==> src/verilog/sync_ctrl_pkg.sv <==
package sync_ctrl_pkg;
    // Clock and timing
    localparam int CLK_PERIOD_NS = 50;
    localparam int FP_BASE_PERIOD_NS = 125000;
    localparam int FP_BASE_CYC = FP_BASE_PERIOD_NS / CLK_PERIOD_NS;
    localparam int REF_LOSS_NS = 1000000;
    localparam int REF_LOSS_CYC = REF_LOSS_NS / CLK_PERIOD_NS;
    localparam int RESET_MIN_NS = 300;
    localparam logic [15:0] REF_PERIOD_TOL = 16'h0004;
    localparam logic [4:0] LOCK_CYC = 5'h10;
    localparam logic [1:0] STRAP_WAIT = 2'h2;

    // Synchronised pin positions
    localparam int P_SCK = 0;
    localparam int P_SI = 1;
    localparam int P_CSN = 2;
    localparam int P_MOD = 3;
    localparam int P_DIFF = 4;
    localparam int P_REF = 5;
    localparam int P_SYNC = 8;
    localparam int NPIN = 11;
    // Pulled-up pins idle high
    localparam logic [10:0] PIN_RST = 11'h01c;

    // Register byte addresses
    localparam logic [6:0] A_STATUS = 7'h00;
    localparam logic [6:0] A_REF_CTRL = 7'h01;
    localparam logic [6:0] A_MODE_CTRL = 7'h02;
    localparam logic [6:0] A_DIFF_CTRL = 7'h03;
    localparam logic [6:0] A_BANDWIDTH = 7'h04;
    localparam logic [6:0] A_LINE_CLK = 7'h05;
    localparam logic [6:0] A_DIFF_CLK = 7'h06;
    localparam logic [6:0] A_PROG_HI = 7'h07;
    localparam logic [6:0] A_PROG_LO = 7'h08;
    localparam logic [6:0] A_FP_LINE = 7'h09;
    localparam logic [6:0] A_FP_PROG = 7'h0a;
    localparam logic [6:0] A_DLY_FIRST = 7'h40;
    localparam logic [6:0] A_DLY_SECOND = 7'h58;

    // Field positions
    localparam int F_REF_MANUAL = 0;
    localparam int F_REF_FORCE = 1;
    localparam int F_MODE_SRC = 0;
    localparam int F_MODE_NORMAL = 1;
    localparam int F_MODE_STRAP = 7;
    localparam int F_DIFF_OVR = 0;
    localparam int F_DIFF_EN = 1;
    localparam int F_FP_RATE = 0;
    localparam int F_FP_WIDTH = 2;
    localparam int F_FP_POL = 5;

    // Reset values
    localparam logic [7:0] CTRL_RST = 8'h00;
    localparam logic [7:0] BANDWIDTH_RST = 8'h00;
    localparam logic [7:0] LINE_CLK_RST = 8'h00;
    localparam logic [7:0] DIFF_CLK_RST = 8'h00;
    localparam logic [13:0] PROG_MULT_RST = 14'h0100;
    localparam logic [7:0] FP_CFG_RST = 8'h00;
    localparam logic [21:0] DLY_RST = 22'h000000;

    typedef enum logic [2:0] {
        ST_FREERUN = 3'b001,
        ST_LOCKED = 3'b010,
        ST_HOLDOVER = 3'b100
    } loop_mode_e;

    typedef struct packed {
        logic [7:0] line_clk_sel;
        logic [7:0] diff_clk_sel;
        logic [13:0] prog_mult;
        logic [7:0] bandwidth;
        logic [1:0] ref_sel;
        logic [1:0][21:0] fp_delay;
    } synth_cfg_s;
endpackage

==> src/verilog/line_card_sync_control.sv <==
`timescale 1ns/1ns
module line_card_sync_control
    import sync_ctrl_pkg::*;
#(
    parameter int FP_BASE_CYCLES = FP_BASE_CYC,
    parameter int REF_LOSS_CYCLES = REF_LOSS_CYC
) (
    // Clock and reset
    input wire logic mclk_in,
    input wire logic reset_n_in,
    // Serial register port
    input wire logic sck_in,
    input wire logic si_in,
    input wire logic cs_n_in,
    output logic so_out,
    // Control pins
    input wire logic mode_sel_in,
    input wire logic diff_en_in,
    // References and frame syncs
    input wire logic reference_input_zero_in,
    input wire logic reference_input_one_in,
    input wire logic reference_input_two_in,
    input wire logic frame_sync_input_zero_in,
    input wire logic frame_sync_input_one_in,
    input wire logic frame_sync_input_two_in,
    // Status, interrupt and outputs
    output logic lock_out,
    output logic holdover_out,
    output logic int_n_out,
    output logic int_oe_out,
    output logic diff_drv_en_out,
    output logic line_frame_pulse_out,
    output logic programmable_frame_pulse_out,
    output synth_cfg_s cfg_out
);
    typedef struct packed {
        logic [NPIN-1:0] s1, s2, s3;
        logic [1:0] strap_wait;
        logic strap_done, mode_default, rw, so, lock_o, hold_o, diff_o, irq;
        logic [4:0] bcnt, lock_cnt;
        logic [6:0] wa;
        logic [7:0] sh_in, sh_out, ref_ctrl, mode_ctrl, diff_ctrl, stat_prev;
        logic [1:0][7:0] fp_cfg;
        logic [1:0][13:0] dly_stage;
        logic [1:0][21:0] dly_snap;
        synth_cfg_s cfg;
        logic [2:0][15:0] ref_tmr, ref_last;
        logic [2:0] disq;
        loop_mode_e st;
        logic [1:0][15:0] fp_cnt;
        logic [1:0] fp_o;
    } state_s;

    state_s r, n;
    logic [NPIN-1:0] pins;
    logic sck_rise, sck_fall, normal_req, sel_ok;
    logic [7:0] byte_in, rdata, status;
    logic [6:0] addr, base;
    logic [15:0] per, diff;
    logic [1:0] ref_idx;

    assign pins = {frame_sync_input_two_in, frame_sync_input_one_in,
                   frame_sync_input_zero_in, reference_input_two_in,
                   reference_input_one_in, reference_input_zero_in,
                   diff_en_in, mode_sel_in, cs_n_in, si_in, sck_in};
    assign sck_rise = r.s2[P_SCK] & ~r.s3[P_SCK];
    assign sck_fall = ~r.s2[P_SCK] & r.s3[P_SCK];
    assign byte_in = {r.sh_in[6:0], r.s2[P_SI]};
    assign addr = byte_in[6:0];
    assign status = {r.cfg.ref_sel, r.disq, r.st == ST_FREERUN,
                     r.hold_o, r.lock_o};
    assign normal_req = r.mode_ctrl[F_MODE_SRC] ?
                        r.mode_ctrl[F_MODE_NORMAL] : r.s2[P_MOD];
    // A forced index of 3 names no reference and never qualifies
    assign sel_ok = r.cfg.ref_sel != 2'h3 && !r.disq[r.cfg.ref_sel];

    // Read mux; first delay byte is live, later bytes come from the snapshot
    always_comb begin
        rdata = 8'h00;
        case (addr)
            A_STATUS: rdata = status;
            A_REF_CTRL: rdata = r.ref_ctrl;
            A_MODE_CTRL: rdata = {r.mode_default, r.mode_ctrl[6:0]};
            A_DIFF_CTRL: rdata = r.diff_ctrl;
            A_BANDWIDTH: rdata = r.cfg.bandwidth;
            A_LINE_CLK: rdata = r.cfg.line_clk_sel;
            A_DIFF_CLK: rdata = r.cfg.diff_clk_sel;
            A_PROG_HI: rdata = {2'h0, r.cfg.prog_mult[13:8]};
            A_PROG_LO: rdata = r.cfg.prog_mult[7:0];
            A_FP_LINE: rdata = r.fp_cfg[0];
            A_FP_PROG: rdata = r.fp_cfg[1];
            A_DLY_FIRST: rdata = {2'h0, r.cfg.fp_delay[0][21:16]};
            A_DLY_FIRST + 7'h01: rdata = r.dly_snap[0][15:8];
            A_DLY_FIRST + 7'h02: rdata = r.dly_snap[0][7:0];
            A_DLY_SECOND: rdata = {2'h0, r.cfg.fp_delay[1][21:16]};
            A_DLY_SECOND + 7'h01: rdata = r.dly_snap[1][15:8];
            A_DLY_SECOND + 7'h02: rdata = r.dly_snap[1][7:0];
            default: rdata = 8'h00;
        endcase
    end

    always_comb begin
        n = r;
        per = 16'h0000;
        diff = 16'h0000;
        ref_idx = 2'h0;
        base = 7'h00;
        n.s1 = pins;
        n.s2 = r.s1;
        n.s3 = r.s2;
        // Strap waits for the synchroniser to carry the real pin level
        if (!r.strap_done) begin
            if (r.strap_wait == STRAP_WAIT) begin
                n.strap_done = 1'b1;
                n.mode_default = r.s2[P_MOD];
            end else begin
                n.strap_wait = r.strap_wait + 2'h1;
            end
        end
        // Serial port: rw bit, 7 address bits, 8 data bits, MSB first
        if (r.s2[P_CSN]) begin
            n.bcnt = 5'h00;
        end else if (sck_rise && r.bcnt != 5'h10) begin
            n.sh_in = byte_in;
            n.bcnt = r.bcnt + 5'h01;
            if (r.bcnt == 5'h07) begin
                n.rw = byte_in[7];
                // Shifter loses the address while data bits arrive
                n.wa = addr;
                n.sh_out = rdata;
                if (byte_in[7]) begin
                    if (addr == A_DLY_FIRST) begin
                        n.dly_snap[0] = r.cfg.fp_delay[0];
                    end
                    if (addr == A_DLY_SECOND) begin
                        n.dly_snap[1] = r.cfg.fp_delay[1];
                    end
                    if (addr == A_STATUS) begin
                        n.irq = 1'b0;
                    end
                end
            end
            if (r.bcnt == 5'h0f && !r.rw) begin
                case (r.wa)
                    A_REF_CTRL: n.ref_ctrl = byte_in;
                    A_MODE_CTRL: n.mode_ctrl = byte_in;
                    A_DIFF_CTRL: n.diff_ctrl = byte_in;
                    A_BANDWIDTH: n.cfg.bandwidth = byte_in;
                    A_LINE_CLK: n.cfg.line_clk_sel = byte_in;
                    A_DIFF_CLK: n.cfg.diff_clk_sel = byte_in;
                    A_PROG_HI: n.cfg.prog_mult[13:8] = byte_in[5:0];
                    A_PROG_LO: n.cfg.prog_mult[7:0] = byte_in;
                    A_FP_LINE: n.fp_cfg[0] = byte_in;
                    A_FP_PROG: n.fp_cfg[1] = byte_in;
                    default: n.rw = r.rw;
                endcase
                for (int k = 0; k < 2; k++) begin
                    base = (k == 0) ? A_DLY_FIRST : A_DLY_SECOND;
                    if (r.wa == base) begin
                        n.dly_stage[k][13:8] = byte_in[5:0];
                    end
                    if (r.wa == base + 7'h01) begin
                        n.dly_stage[k][7:0] = byte_in;
                    end
                    if (r.wa == base + 7'h02) begin
                        n.cfg.fp_delay[k] = {r.dly_stage[k], byte_in};
                    end
                end
            end
        end else if (sck_fall && r.rw && r.bcnt >= 5'h08) begin
            n.so = r.sh_out[7];
            n.sh_out = {r.sh_out[6:0], 1'b0};
        end
        // Reference monitor: period jump or silence disqualifies
        for (int i = 0; i < 3; i++) begin
            if (r.s2[P_REF+i] && !r.s3[P_REF+i]) begin
                diff = (r.ref_tmr[i] > r.ref_last[i]) ?
                       r.ref_tmr[i] - r.ref_last[i] :
                       r.ref_last[i] - r.ref_tmr[i];
                n.disq[i] = diff > REF_PERIOD_TOL;
                n.ref_last[i] = r.ref_tmr[i];
                n.ref_tmr[i] = 16'h0000;
            end else if (r.ref_tmr[i] >= 16'(REF_LOSS_CYCLES)) begin
                n.disq[i] = 1'b1;
            end else begin
                n.ref_tmr[i] = r.ref_tmr[i] + 16'h0001;
            end
        end
        // Selection: lowest qualified index, or the forced one
        if (r.ref_ctrl[F_REF_MANUAL]) begin
            n.cfg.ref_sel = r.ref_ctrl[F_REF_FORCE +: 2];
        end else begin
            for (int i = 2; i >= 0; i--) begin
                if (!r.disq[i]) begin
                    n.cfg.ref_sel = 2'(i);
                end
            end
        end
        // Switching between qualified references keeps the lock count; a switch forced by loss goes through holdover
        case (r.st)
            ST_FREERUN: begin
                if (normal_req && sel_ok) begin
                    n.st = ST_LOCKED;
                    n.lock_cnt = 5'h00;
                end
            end
            ST_LOCKED: begin
                if (!normal_req) begin
                    n.st = ST_FREERUN;
                end else if (!sel_ok) begin
                    n.st = ST_HOLDOVER;
                end else if (r.lock_cnt != LOCK_CYC) begin
                    n.lock_cnt = r.lock_cnt + 5'h01;
                end
            end
            ST_HOLDOVER: begin
                if (!normal_req) begin
                    n.st = ST_FREERUN;
                end else if (sel_ok) begin
                    n.st = ST_LOCKED;
                    n.lock_cnt = 5'h00;
                end
            end
            default: n.st = ST_FREERUN;
        endcase
        n.lock_o = n.st == ST_LOCKED && n.lock_cnt == LOCK_CYC;
        n.hold_o = n.st == ST_HOLDOVER;
        // Frame pulses restart on the selected reference's sync edge
        ref_idx = r.cfg.ref_sel;
        for (int k = 0; k < 2; k++) begin
            per = 16'(FP_BASE_CYCLES) << r.fp_cfg[k][F_FP_RATE +: 2];
            if (r.s2[P_SYNC+ref_idx] && !r.s3[P_SYNC+ref_idx]) begin
                n.fp_cnt[k] = 16'h0000;
            end else if (r.fp_cnt[k] >= per - 16'h0001) begin
                n.fp_cnt[k] = 16'h0000;
            end else begin
                n.fp_cnt[k] = r.fp_cnt[k] + 16'h0001;
            end
            n.fp_o[k] = (n.fp_cnt[k] <=
                         16'(r.fp_cfg[k][F_FP_WIDTH +: 3])) ^
                        r.fp_cfg[k][F_FP_POL];
        end
        n.diff_o = r.diff_ctrl[F_DIFF_OVR] ?
                   r.diff_ctrl[F_DIFF_EN] : r.s2[P_DIFF];
        n.stat_prev = status;
        if (status != r.stat_prev) begin
            n.irq = 1'b1;
        end
    end

    always_ff @(posedge mclk_in or negedge reset_n_in) begin
        if (!reset_n_in) begin
            r <= '0;
            r.s1 <= PIN_RST;
            r.s2 <= PIN_RST;
            r.s3 <= PIN_RST;
            r.mode_default <= 1'b1;
            r.ref_ctrl <= CTRL_RST;
            r.mode_ctrl <= CTRL_RST;
            r.diff_ctrl <= CTRL_RST;
            r.fp_cfg <= {FP_CFG_RST, FP_CFG_RST};
            r.cfg.bandwidth <= BANDWIDTH_RST;
            r.cfg.line_clk_sel <= LINE_CLK_RST;
            r.cfg.diff_clk_sel <= DIFF_CLK_RST;
            r.cfg.prog_mult <= PROG_MULT_RST;
            r.cfg.fp_delay <= {DLY_RST, DLY_RST};
            r.disq <= 3'h7;
            r.st <= ST_FREERUN;
            r.diff_o <= 1'b1;
        end else begin
            r <= n;
        end
    end

    assign so_out = r.so;
    assign lock_out = r.lock_o;
    assign holdover_out = r.hold_o;
    assign int_n_out = 1'b0;
    assign int_oe_out = r.irq;
    assign diff_drv_en_out = r.diff_o;
    assign line_frame_pulse_out = r.fp_o[0];
    assign programmable_frame_pulse_out = r.fp_o[1];
    assign cfg_out = r.cfg;
endmodule

==> config.mk <==
export PLATFORM = sky130hd
export DESIGN_NAME = line_card_sync_control
export DESIGN_NICKNAME = d
export VERILOG_FILES = /design/src/verilog/sync_ctrl_pkg.sv /design/src/verilog/line_card_sync_control.sv
export SDC_FILE = /design/constraint.sdc
export NUM_CORES = 1
export LEC_CHECK = 0
export BUFFER_PORTS_ARGS = -buffer_cell sky130_fd_sc_hd__buf_4
export CAP_MARGIN = 10
export CELL_PAD_IN_SITES_DETAIL_PLACEMENT = 1
export CELL_PAD_IN_SITES_GLOBAL_PLACEMENT = 1
export CORE_ASPECT_RATIO = 1.75
export CORE_MARGIN = 2
export CORE_UTILIZATION = 35
export CTS_CLUSTER_SIZE = 16
export DETAILED_ROUTE_END_ITERATION = 8
export PLACE_DENSITY = 0.65
export SLEW_MARGIN = 20
export SYNTH_ARGS = -nofsm -noshare
export SYNTH_HDL_FRONTEND = slang
export SYNTH_SLANG_ARGS = --single-unit
==> constraint.sdc <==
create_clock -name mclk_in -period 11.7 [get_ports mclk_in]
set_input_delay 1.755 -clock mclk_in [delete_from_list [all_inputs] [get_ports mclk_in]]
set_output_delay 1.755 -clock mclk_in [all_outputs]
set_load 0.005 [all_outputs]
* After elaboration in Yosys (flattened, before gate mapping) *
Index checks and enable logic that the tools add are counted.

word-level totals
  flip-flop bits (word level) = 402
  output and inout bits = 92
  word-level logic and storage cells = 261

operators by class
  $add $sub $neg = 17
  magnitude comparators = 16
  equal/unequal tests = 52
  shifts and indexed selects = 2
  multiplexer cells = 60
  bitwise operators = 10
  reductions and logical operators = 54

operators with widths
  operator                                                                               count
  16-bit 2-to-1 mux                                                                      13
  8-bit case mux with 17 select lines                                                    1
  16-bit subtractor                                                                      6
  7-bit equality test, second input constant                                             12
  16-bit by 1-bit adder with 16-bit output, second input constant                        5
  4-bit AND reduction                                                                    16
  7-bit by 3-bit equality test with 1-bit output, second input constant                  8
  16-bit by 15-bit greater-or-equal comparator with 1-bit output, second input constant  3
  16-bit > comparator                                                                    3
  16-bit by 3-bit > comparator with 1-bit output, second input constant                  3
  7-bit by 4-bit equality test with 1-bit output, second input constant                  6
  5-bit 2-to-1 mux                                                                       7
  16-bit greater-or-equal comparator                                                     2
  16-bit by 3-bit <= comparator with 1-bit output                                        2
  12-bit by 2-bit left shift with 16-bit output, first input constant                    2
  16-bit by 1-bit subtractor with 16-bit output, second input constant                   2
  7-bit by 2-bit equality test with 1-bit output, second input constant                  4
  8-bit 2-to-1 mux                                                                       3
  1-bit 2-to-1 mux                                                                       19
  2-bit nonzero test                                                                     9
  3-bit 2-to-1 mux                                                                       5
  5-bit case mux with 3 select lines                                                     1
  5-bit AND reduction                                                                    3
  7-bit by 1-bit equality test with 1-bit output, second input constant                  2
  32 further kinds                                                                       74

* Longest topological paths before layout *
Gate-level depths: netlist (run 1).

  depth in word-level cells = 9
  depth in mapped cells = 21
  gate-level depth less buffers = 20

* Least setup slack after synthesis (run 1) *
OpenSTA, ideal clock, no wires.

  kind = reg2reg
  start point = reg r[293] (netlist bit)
  end point = reg r, in the netlist line_frame_pulse_out
  library setup time = 0.124 ns
  arrival = 3.609 ns
  required time = 11.576 ns
  path slack = 7.967 ns
  cell stages (with the launch flop) = 22
  path buffers = 1
  clock period less this slack = 3.733 ns
  cells stage by stage = dfrtp_1 inv_1 ha_1 ha_1 a21o_1 a21oi_1 nor2b_1 o21ai_0 nand2b_1 a21oi_1 o21ai_1 clkbuf_1 nor2_1 ha_1 nor2b_1 o21ai_0 inv_1 o21ai_0 nand3_1 a2111oi_0 a32oi_1 xnor2_1

RTL lines
  item                    line                           RTL
  start, declared         line_card_sync_control.sv:54   state_s r, n;
  start signal, assigned  line_card_sync_control.sv:271  r <= n;

==> results.ini, run 1 <==
[run_status]
status = finished clean

[sta]
slew_headroom_pct = 24.8
period_share_pct = 35.0
fin_crit_ps = 4090
setup-tns-final_ps = 0
rsz0062_at_grt = no
clock_skew_ps = 23.8
hold_violations = 0
max_freq_mhz = 244
drv_slew = 0
tightestPinTransition_ps = 1120
finalWorstSetupSlack_ps = 7610
finalSetupViolCount = 0

[placed_design]
place_ws_ps = 7600
hpwlAfterDp_um = 55400
gp_congestion = 0.912
numPortBuffers = 103

[critical_path]
cp_data_arrival_time_ps = 4560
required_ps = 12160
critPathKind = register to register
path_max_fanout = 17
worstSetupStartpointType = register
endpoint_kind = register

[cts]
numCtsBuffers = 42
cts_resized = 0
cts_tree = built
clk_latency_ps = 600
clk_pin_slew_ps = 60
postCtsSetupBuffers = 0
cts_buffer_depth = 3
clkSinkCount = 398
ctsRootBufferMaster = clkbuf_16
h-tree-depth = 2
cts_hold_buf = 0

[logic_synthesis]
async_flop_share_pct = 100
synth_compound_area_share_pct = 14.4
synth-seq-area-share_pct = 42.0
synth_edf_count = 0
synth-adder-area-share_pct = 8.57
synthXorXnorAreaFrac_pct = 4.02
synth_flop_cell = dfrtp_1
avgSynthCellArea_um2 = 9.82
postSynthCellCount = 2419
synth_top_family_by_area = compound AO/OA/AOI/OAI gates
yosysUniqueCellTypes = 88
synth-simple-area-share_pct = 14.1
synth.cell_area_um2 = 23700
synth.area.mux_share_pct = 10.1
ys_seq_elements = 398
ys_warn_count = 0

[global_routing]
grt_antenna_before_repair = 2
grt_overflow = 0
track_usage_pct = 21.3
grt_pass1_vias = 20200
grt_pass1_wl_um = 117000
grt_max_degree = 167

[final_layout]
num_antenna_cells = 0
layout_common_cells = 385 x dfrtp_1, 194 x mux2_2, 184 x nor2_1
area_delta_synth_final_pct = 10.5
nNetsFinal = 2577
final_common_cell = dfrtp_1
drive_gt1_share_pct = 18.1

[drt]
drt_first_pass_iters = 9
vias = 18300
drtAntennaViolNets = 0
drcViolationCount = 0
routed_wl_um = 74100
vias_per_cell = 5.50
drt_iter0_markers = 779
routedWlPerCell_um = 22.2

[flow_run]
cap_viol_max_count = 0

[power]
ir_worst_vdd_v = 0.000126
p_leak_nw = 12.2
power_mw = 4.90
power_density_nw_per_um2 = 187

[floorplanning]
rows = 126
die_x_um = 201
core_area_um2 = 67300
io_pins = 105
initial_utilization_pct = 35.3
die_h_um = 349
die_area_um2 = 70000

[hold_path]
hold_class = register to register

-- flip-flops by register name, summed over array words and instances (netlist names), 2 cells and up --
register  count
n            24
ref_idx       2
cfg_out      82
addr          7
r           275
-- logic make-up after synthesis --
kind of cell | count (synthesis)
fa+ha+maj | 159
other cells | 2
mux | 213
buf+inv | 339
compound gates | 525
flops | 398
xor+xnor | 109
simple gates | 674
-- layer usage --
layer  vias to the layer above  GRT usage (%)  wire [um]
li1                       8411              -          -
met5                         -              0         25
met1                      9348           20.9      26300
met4                         4           11.8       4400
met3                       195           3.41       2640
met2                       365           41.8      40700
-- critical path, stage by stage (launching register included) --
cell	delay, ps
dfrtp_1	470
inv_1	160
ha_1	240
ha_1	270
a21o_1	160
a21oi_1	130
nor2b_1	50
o21ai_0	140
nand2b_1	70
a21oi_1	150
o21ai_1	90
buf_4	190
nor2_1	160
ha_1	270
nor2b_1	130
o21ai_0	150
inv_1	60
o21ai_0	220
nand3_1	100
a2111oi_0	390
a32oi_1	190
xnor2_1	160
-- synth_stat cells, types with 7 or more instances --
library cell | instances | area share [%]
a2111oi_0 | 7 | 0.26
a211o_1 | 11 | 0.41
a211oi_1 | 19 | 0.60
a21boi_0 | 7 | 0.22
a21o_1 | 26 | 0.82
a21oi_1 | 110 | 2.3
a221oi_1 | 16 | 0.59
a222oi_1 | 9 | 0.38
a22o_1 | 10 | 0.37
a22oi_1 | 25 | 0.79
a31oi_1 | 17 | 0.45
and2_1 | 9 | 0.24
and3_1 | 19 | 0.50
and4_1 | 13 | 0.48
buf_2 | 12 | 0.25
buf_4 | 86 | 2.7
clkbuf_1 | 79 | 1.2
dfrtp_1 | 385 | 41
dfstp_2 | 13 | 1.4
ha_1 | 153 | 8.1
inv_1 | 156 | 2.5
mux2_2 | 194 | 9.2
mux2i_1 | 18 | 0.76
nand2_1 | 166 | 2.6
nand2b_1 | 34 | 0.90
nand3_1 | 62 | 1.3
nand3b_1 | 12 | 0.38
nand4_1 | 36 | 0.95
nor2_1 | 185 | 2.9
nor2b_1 | 30 | 0.79
nor3_1 | 41 | 0.86
nor4_1 | 16 | 0.42
o211ai_1 | 18 | 0.57
o21a_1 | 14 | 0.44
o21ai_0 | 153 | 3.2
o21bai_1 | 13 | 0.41
o22ai_1 | 10 | 0.26
o31ai_1 | 9 | 0.28
or2_2 | 14 | 0.37
or3_1 | 10 | 0.26
xnor2_1 | 84 | 3.1
xor2_1 | 25 | 0.92
-- area by class of cell --
| class | count | area [um^2] |
|---|---|---|
| fill | 7670 | 41100 |
| multi-input combinational | 1683 | 12200 |
| sequential | 398 | 9980 |
| clock buffer | 59 | 1200 |
| tap | 896 | 1120 |
| timing repair buffer | 123 | 956 |
| inverter | 157 | 589 |
| clock inverter | 18 | 218 |
-- through the flow --
stage                     hold WS (ps)  cell area (um^2)  cells  util, %
after CTS                          350             26200   3334     39.0
after global placement             333             24800   3257     36.9
after floorplan                    331             23700   2420        -
after detailed placement           336             24800   3257     36.9
final                              348             26200   3334     39.0
after global routing               364             26200   3334     39.0
-- worst paths after layout --
check                           start                   end  slack [ps]  depth (start not counted)
hold reg to reg                n[401]                n[390]         350                          0
min in group asynchronous  reset_n_in                 r[18]        1170                          1
max in group asynchronous  reset_n_in                 r[97]        8410                          3
setup reg to reg               r[293]  line_frame_pulse_out        7610                         21
setup / recovery               r[293]  line_frame_pulse_out        7610                         21
hold / removal                 n[401]                n[390]         350                          0
-- report_power, final --
part | leakage [nW] | total (mW) | switching [mW] | internal, mW
clock network | 0.699 | 1.40 | 0.609 | 0.794
registers | 5.37 | 1.54 | 0.0904 | 1.45
logic | 6.13 | 1.96 | 1.18 | 0.779
Power figures use the tool's default switching activity.
==> inputs of run 2 (changes only) <==
clock period = 4 ns   (was 11.7 ns; I/O delays follow)
==> run 2 against run 1 <==
Design area rose by 2.2%. Worst hold slack worse by 330 ps. Setup slack got worse by 7300 ps. Combinational power rose to 3.0 times the previous value. Core utilization up 0.87 points. Non-clock buffer count increased by 56. Clock power increased to 3.1 times the previous value. Global-route usage is 0.83 points higher. First-iteration DRC count increased by 3.3%. Flip-flop and latch count unchanged. Register-to-register slack lost 7300 ps. Sequential share of layout area is 0.82 points lower. Largest power group unchanged.
==> results.ini, run 2 (same netlist as run 1, synthesis figures left out) <==
[final_layout]
layout_common_cells = 383 x dfrtp_1, 194 x mux2_2, 184 x nor2_1
largest_reg_flops = 275
num_antenna_cells = 0
drive_gt1_share_pct = 20.2
fillers = 7622
final_common_cell = dfrtp_1
top_register = r
final_util_pct = 39.9
nNetsFinal = 2634
area_delta_synth_final_pct = 13.0

[power]
p_leak_nw = 12.5
internal_power_mw = 9.20
p_sw_mw = 5.55
p_seq_share_pct = 31.1
power_mw = 14.8
swShare_pct = 37.6
ir_worst_vdd_v = 0.000314
comb_power_share_pct = 39.3
power_density_nw_per_um2 = 550
pwr-share-clk_pct = 29.6

[global_routing]
track_usage_pct = 22.1
grt_pass1_wl_um = 120000
grt_overflow = 0
grt_max_degree = 86
grt_pass1_vias = 20600
grt_antenna_before_repair = 0

[drt]
routedWlPerCell_um = 22.6
vias_per_cell = 5.49
drcViolationCount = 0
drt_iter0_markers = 805
routed_wl_um = 76800
drtAntennaViolNets = 0
drt_first_pass_iters = 6
vias = 18600

[floorplanning]
rows = 126
die_h_um = 349
core_area_um2 = 67300
io_pins = 105
initial_utilization_pct = 35.3
die_area_um2 = 70000
die_x_um = 201

[cts]
clk_pin_slew_ps = 70
cts_hold_buf = 0
cts_tree = built
clk_latency_ps = 610
h-tree-depth = 2
cts_buffer_depth = 3
numCtsBuffers = 43
clkSinkCount = 398
ctsRootBufferMaster = clkbuf_16

[run_status]
status = finished clean

[sta]
finalSetupViolCount = 0
tightestPinTransition_ps = 1000
drv_slew = 0
clock_skew_ps = 30.1
hold_violations = 0
slew_headroom_pct = 33.0
fin_crit_ps = 3700
rsz0062_at_grt = no
period_share_pct = 92.4
max_freq_mhz = 271
setup-tns-final_ps = 0

[hold_path]
hold_class = input pin to asynchronous set/reset pin

[placed_design]
hpwlAfterDp_um = 59300
numPortBuffers = 103
gp_congestion = 0.947

[critical_path]
critPathKind = register to register
r2r_end = n[311]
cp_data_arrival_time_ps = 4230
path_max_fanout = 13
reg2regPathDepth = 11
endpoint_kind = register
required_ps = 4530
worstSetupStartpointType = register
rr_startpoint = r[96]
r2r_slack_ps = 300

[flow_run]
cap_viol_max_count = 0

[run 2: area by class of cell]
type,instances,area (um^2),share of cell area (%)
multi-input combinational,1683,12200,45.4
tap,896,1120,4.18
clock buffer,53,1160,4.34
timing repair buffer,179,1430,5.32
inverter,157,589,2.20
clock inverter,26,369,1.38
sequential,398,9980,37.2
[run 2: worst max path at each step]
stage | from | endpoint | slack, ps
6_report | r[96] | n[311] | 300
5_1_grt | r[300] | programmable_frame_pulse_out | 40
4_1_cts | r[301] | programmable_frame_pulse_out | 160
3_5_place_dp | r[301] | programmable_frame_pulse_out | 160
3_3_place_gp | r[292] | line_frame_pulse_out | 290
2_1_floorplan | r[293] | line_frame_pulse_out | 270
[run 2: critical path, cell delays in order, from the launching register on]
cell	delay, ps
dfrtp_1	470
ha_1	620
nand4_1	360
a21oi_1	380
a21boi_0	360
o21bai_1	160
a21oi_1	350
buf_4	210
a2111oi_0	60
a221oi_1	370
nor4_1	100
a31oi_1	180
[run 2: power groups by stage]
stage / clock (mW) / sequential (mW) / combinational (mW)
floorplan: 0 / 4.48 / 4.09
global placement: 0 / 4.64 / 5.59
detailed placement: 0 / 4.65 / 5.74
CTS: 4.50 / 4.58 / 5.78
global route: 4.63 / 4.61 / 6.42
finish: 4.37 / 4.58 / 5.80
[run 2: repair_timing]
action / 4_1_cts / 5_1_grt
gates resized for setup: 0 / 5
endpoints found under the setup margin: 0 / 2
setup buffers: 0 / 2
endpoints found under the hold margin: 0 / 0
[run 2: metrics by stage]
step           setup WS (ps)  hold slack [ps]  cells  cell area, um^2
2_1_floorplan            267              304   2420            23700
3_3_place_gp             288              334   3311            25300
3_5_place_dp             164              336   3311            25300
4_1_cts                  164             22.1   3390            26800
5_1_grt                 43.2             57.5   3392            26800
6_report                 303             17.2   3392            26800
[run 2: per-layer routing]
layer,track usage [%],routed length (um),vias up
li1,-,-,8544
met1,21.5,26500,9426
met2,43.0,42200,419
met3,3.28,2730,217
met4,14.0,5360,0
met5,0,0,-
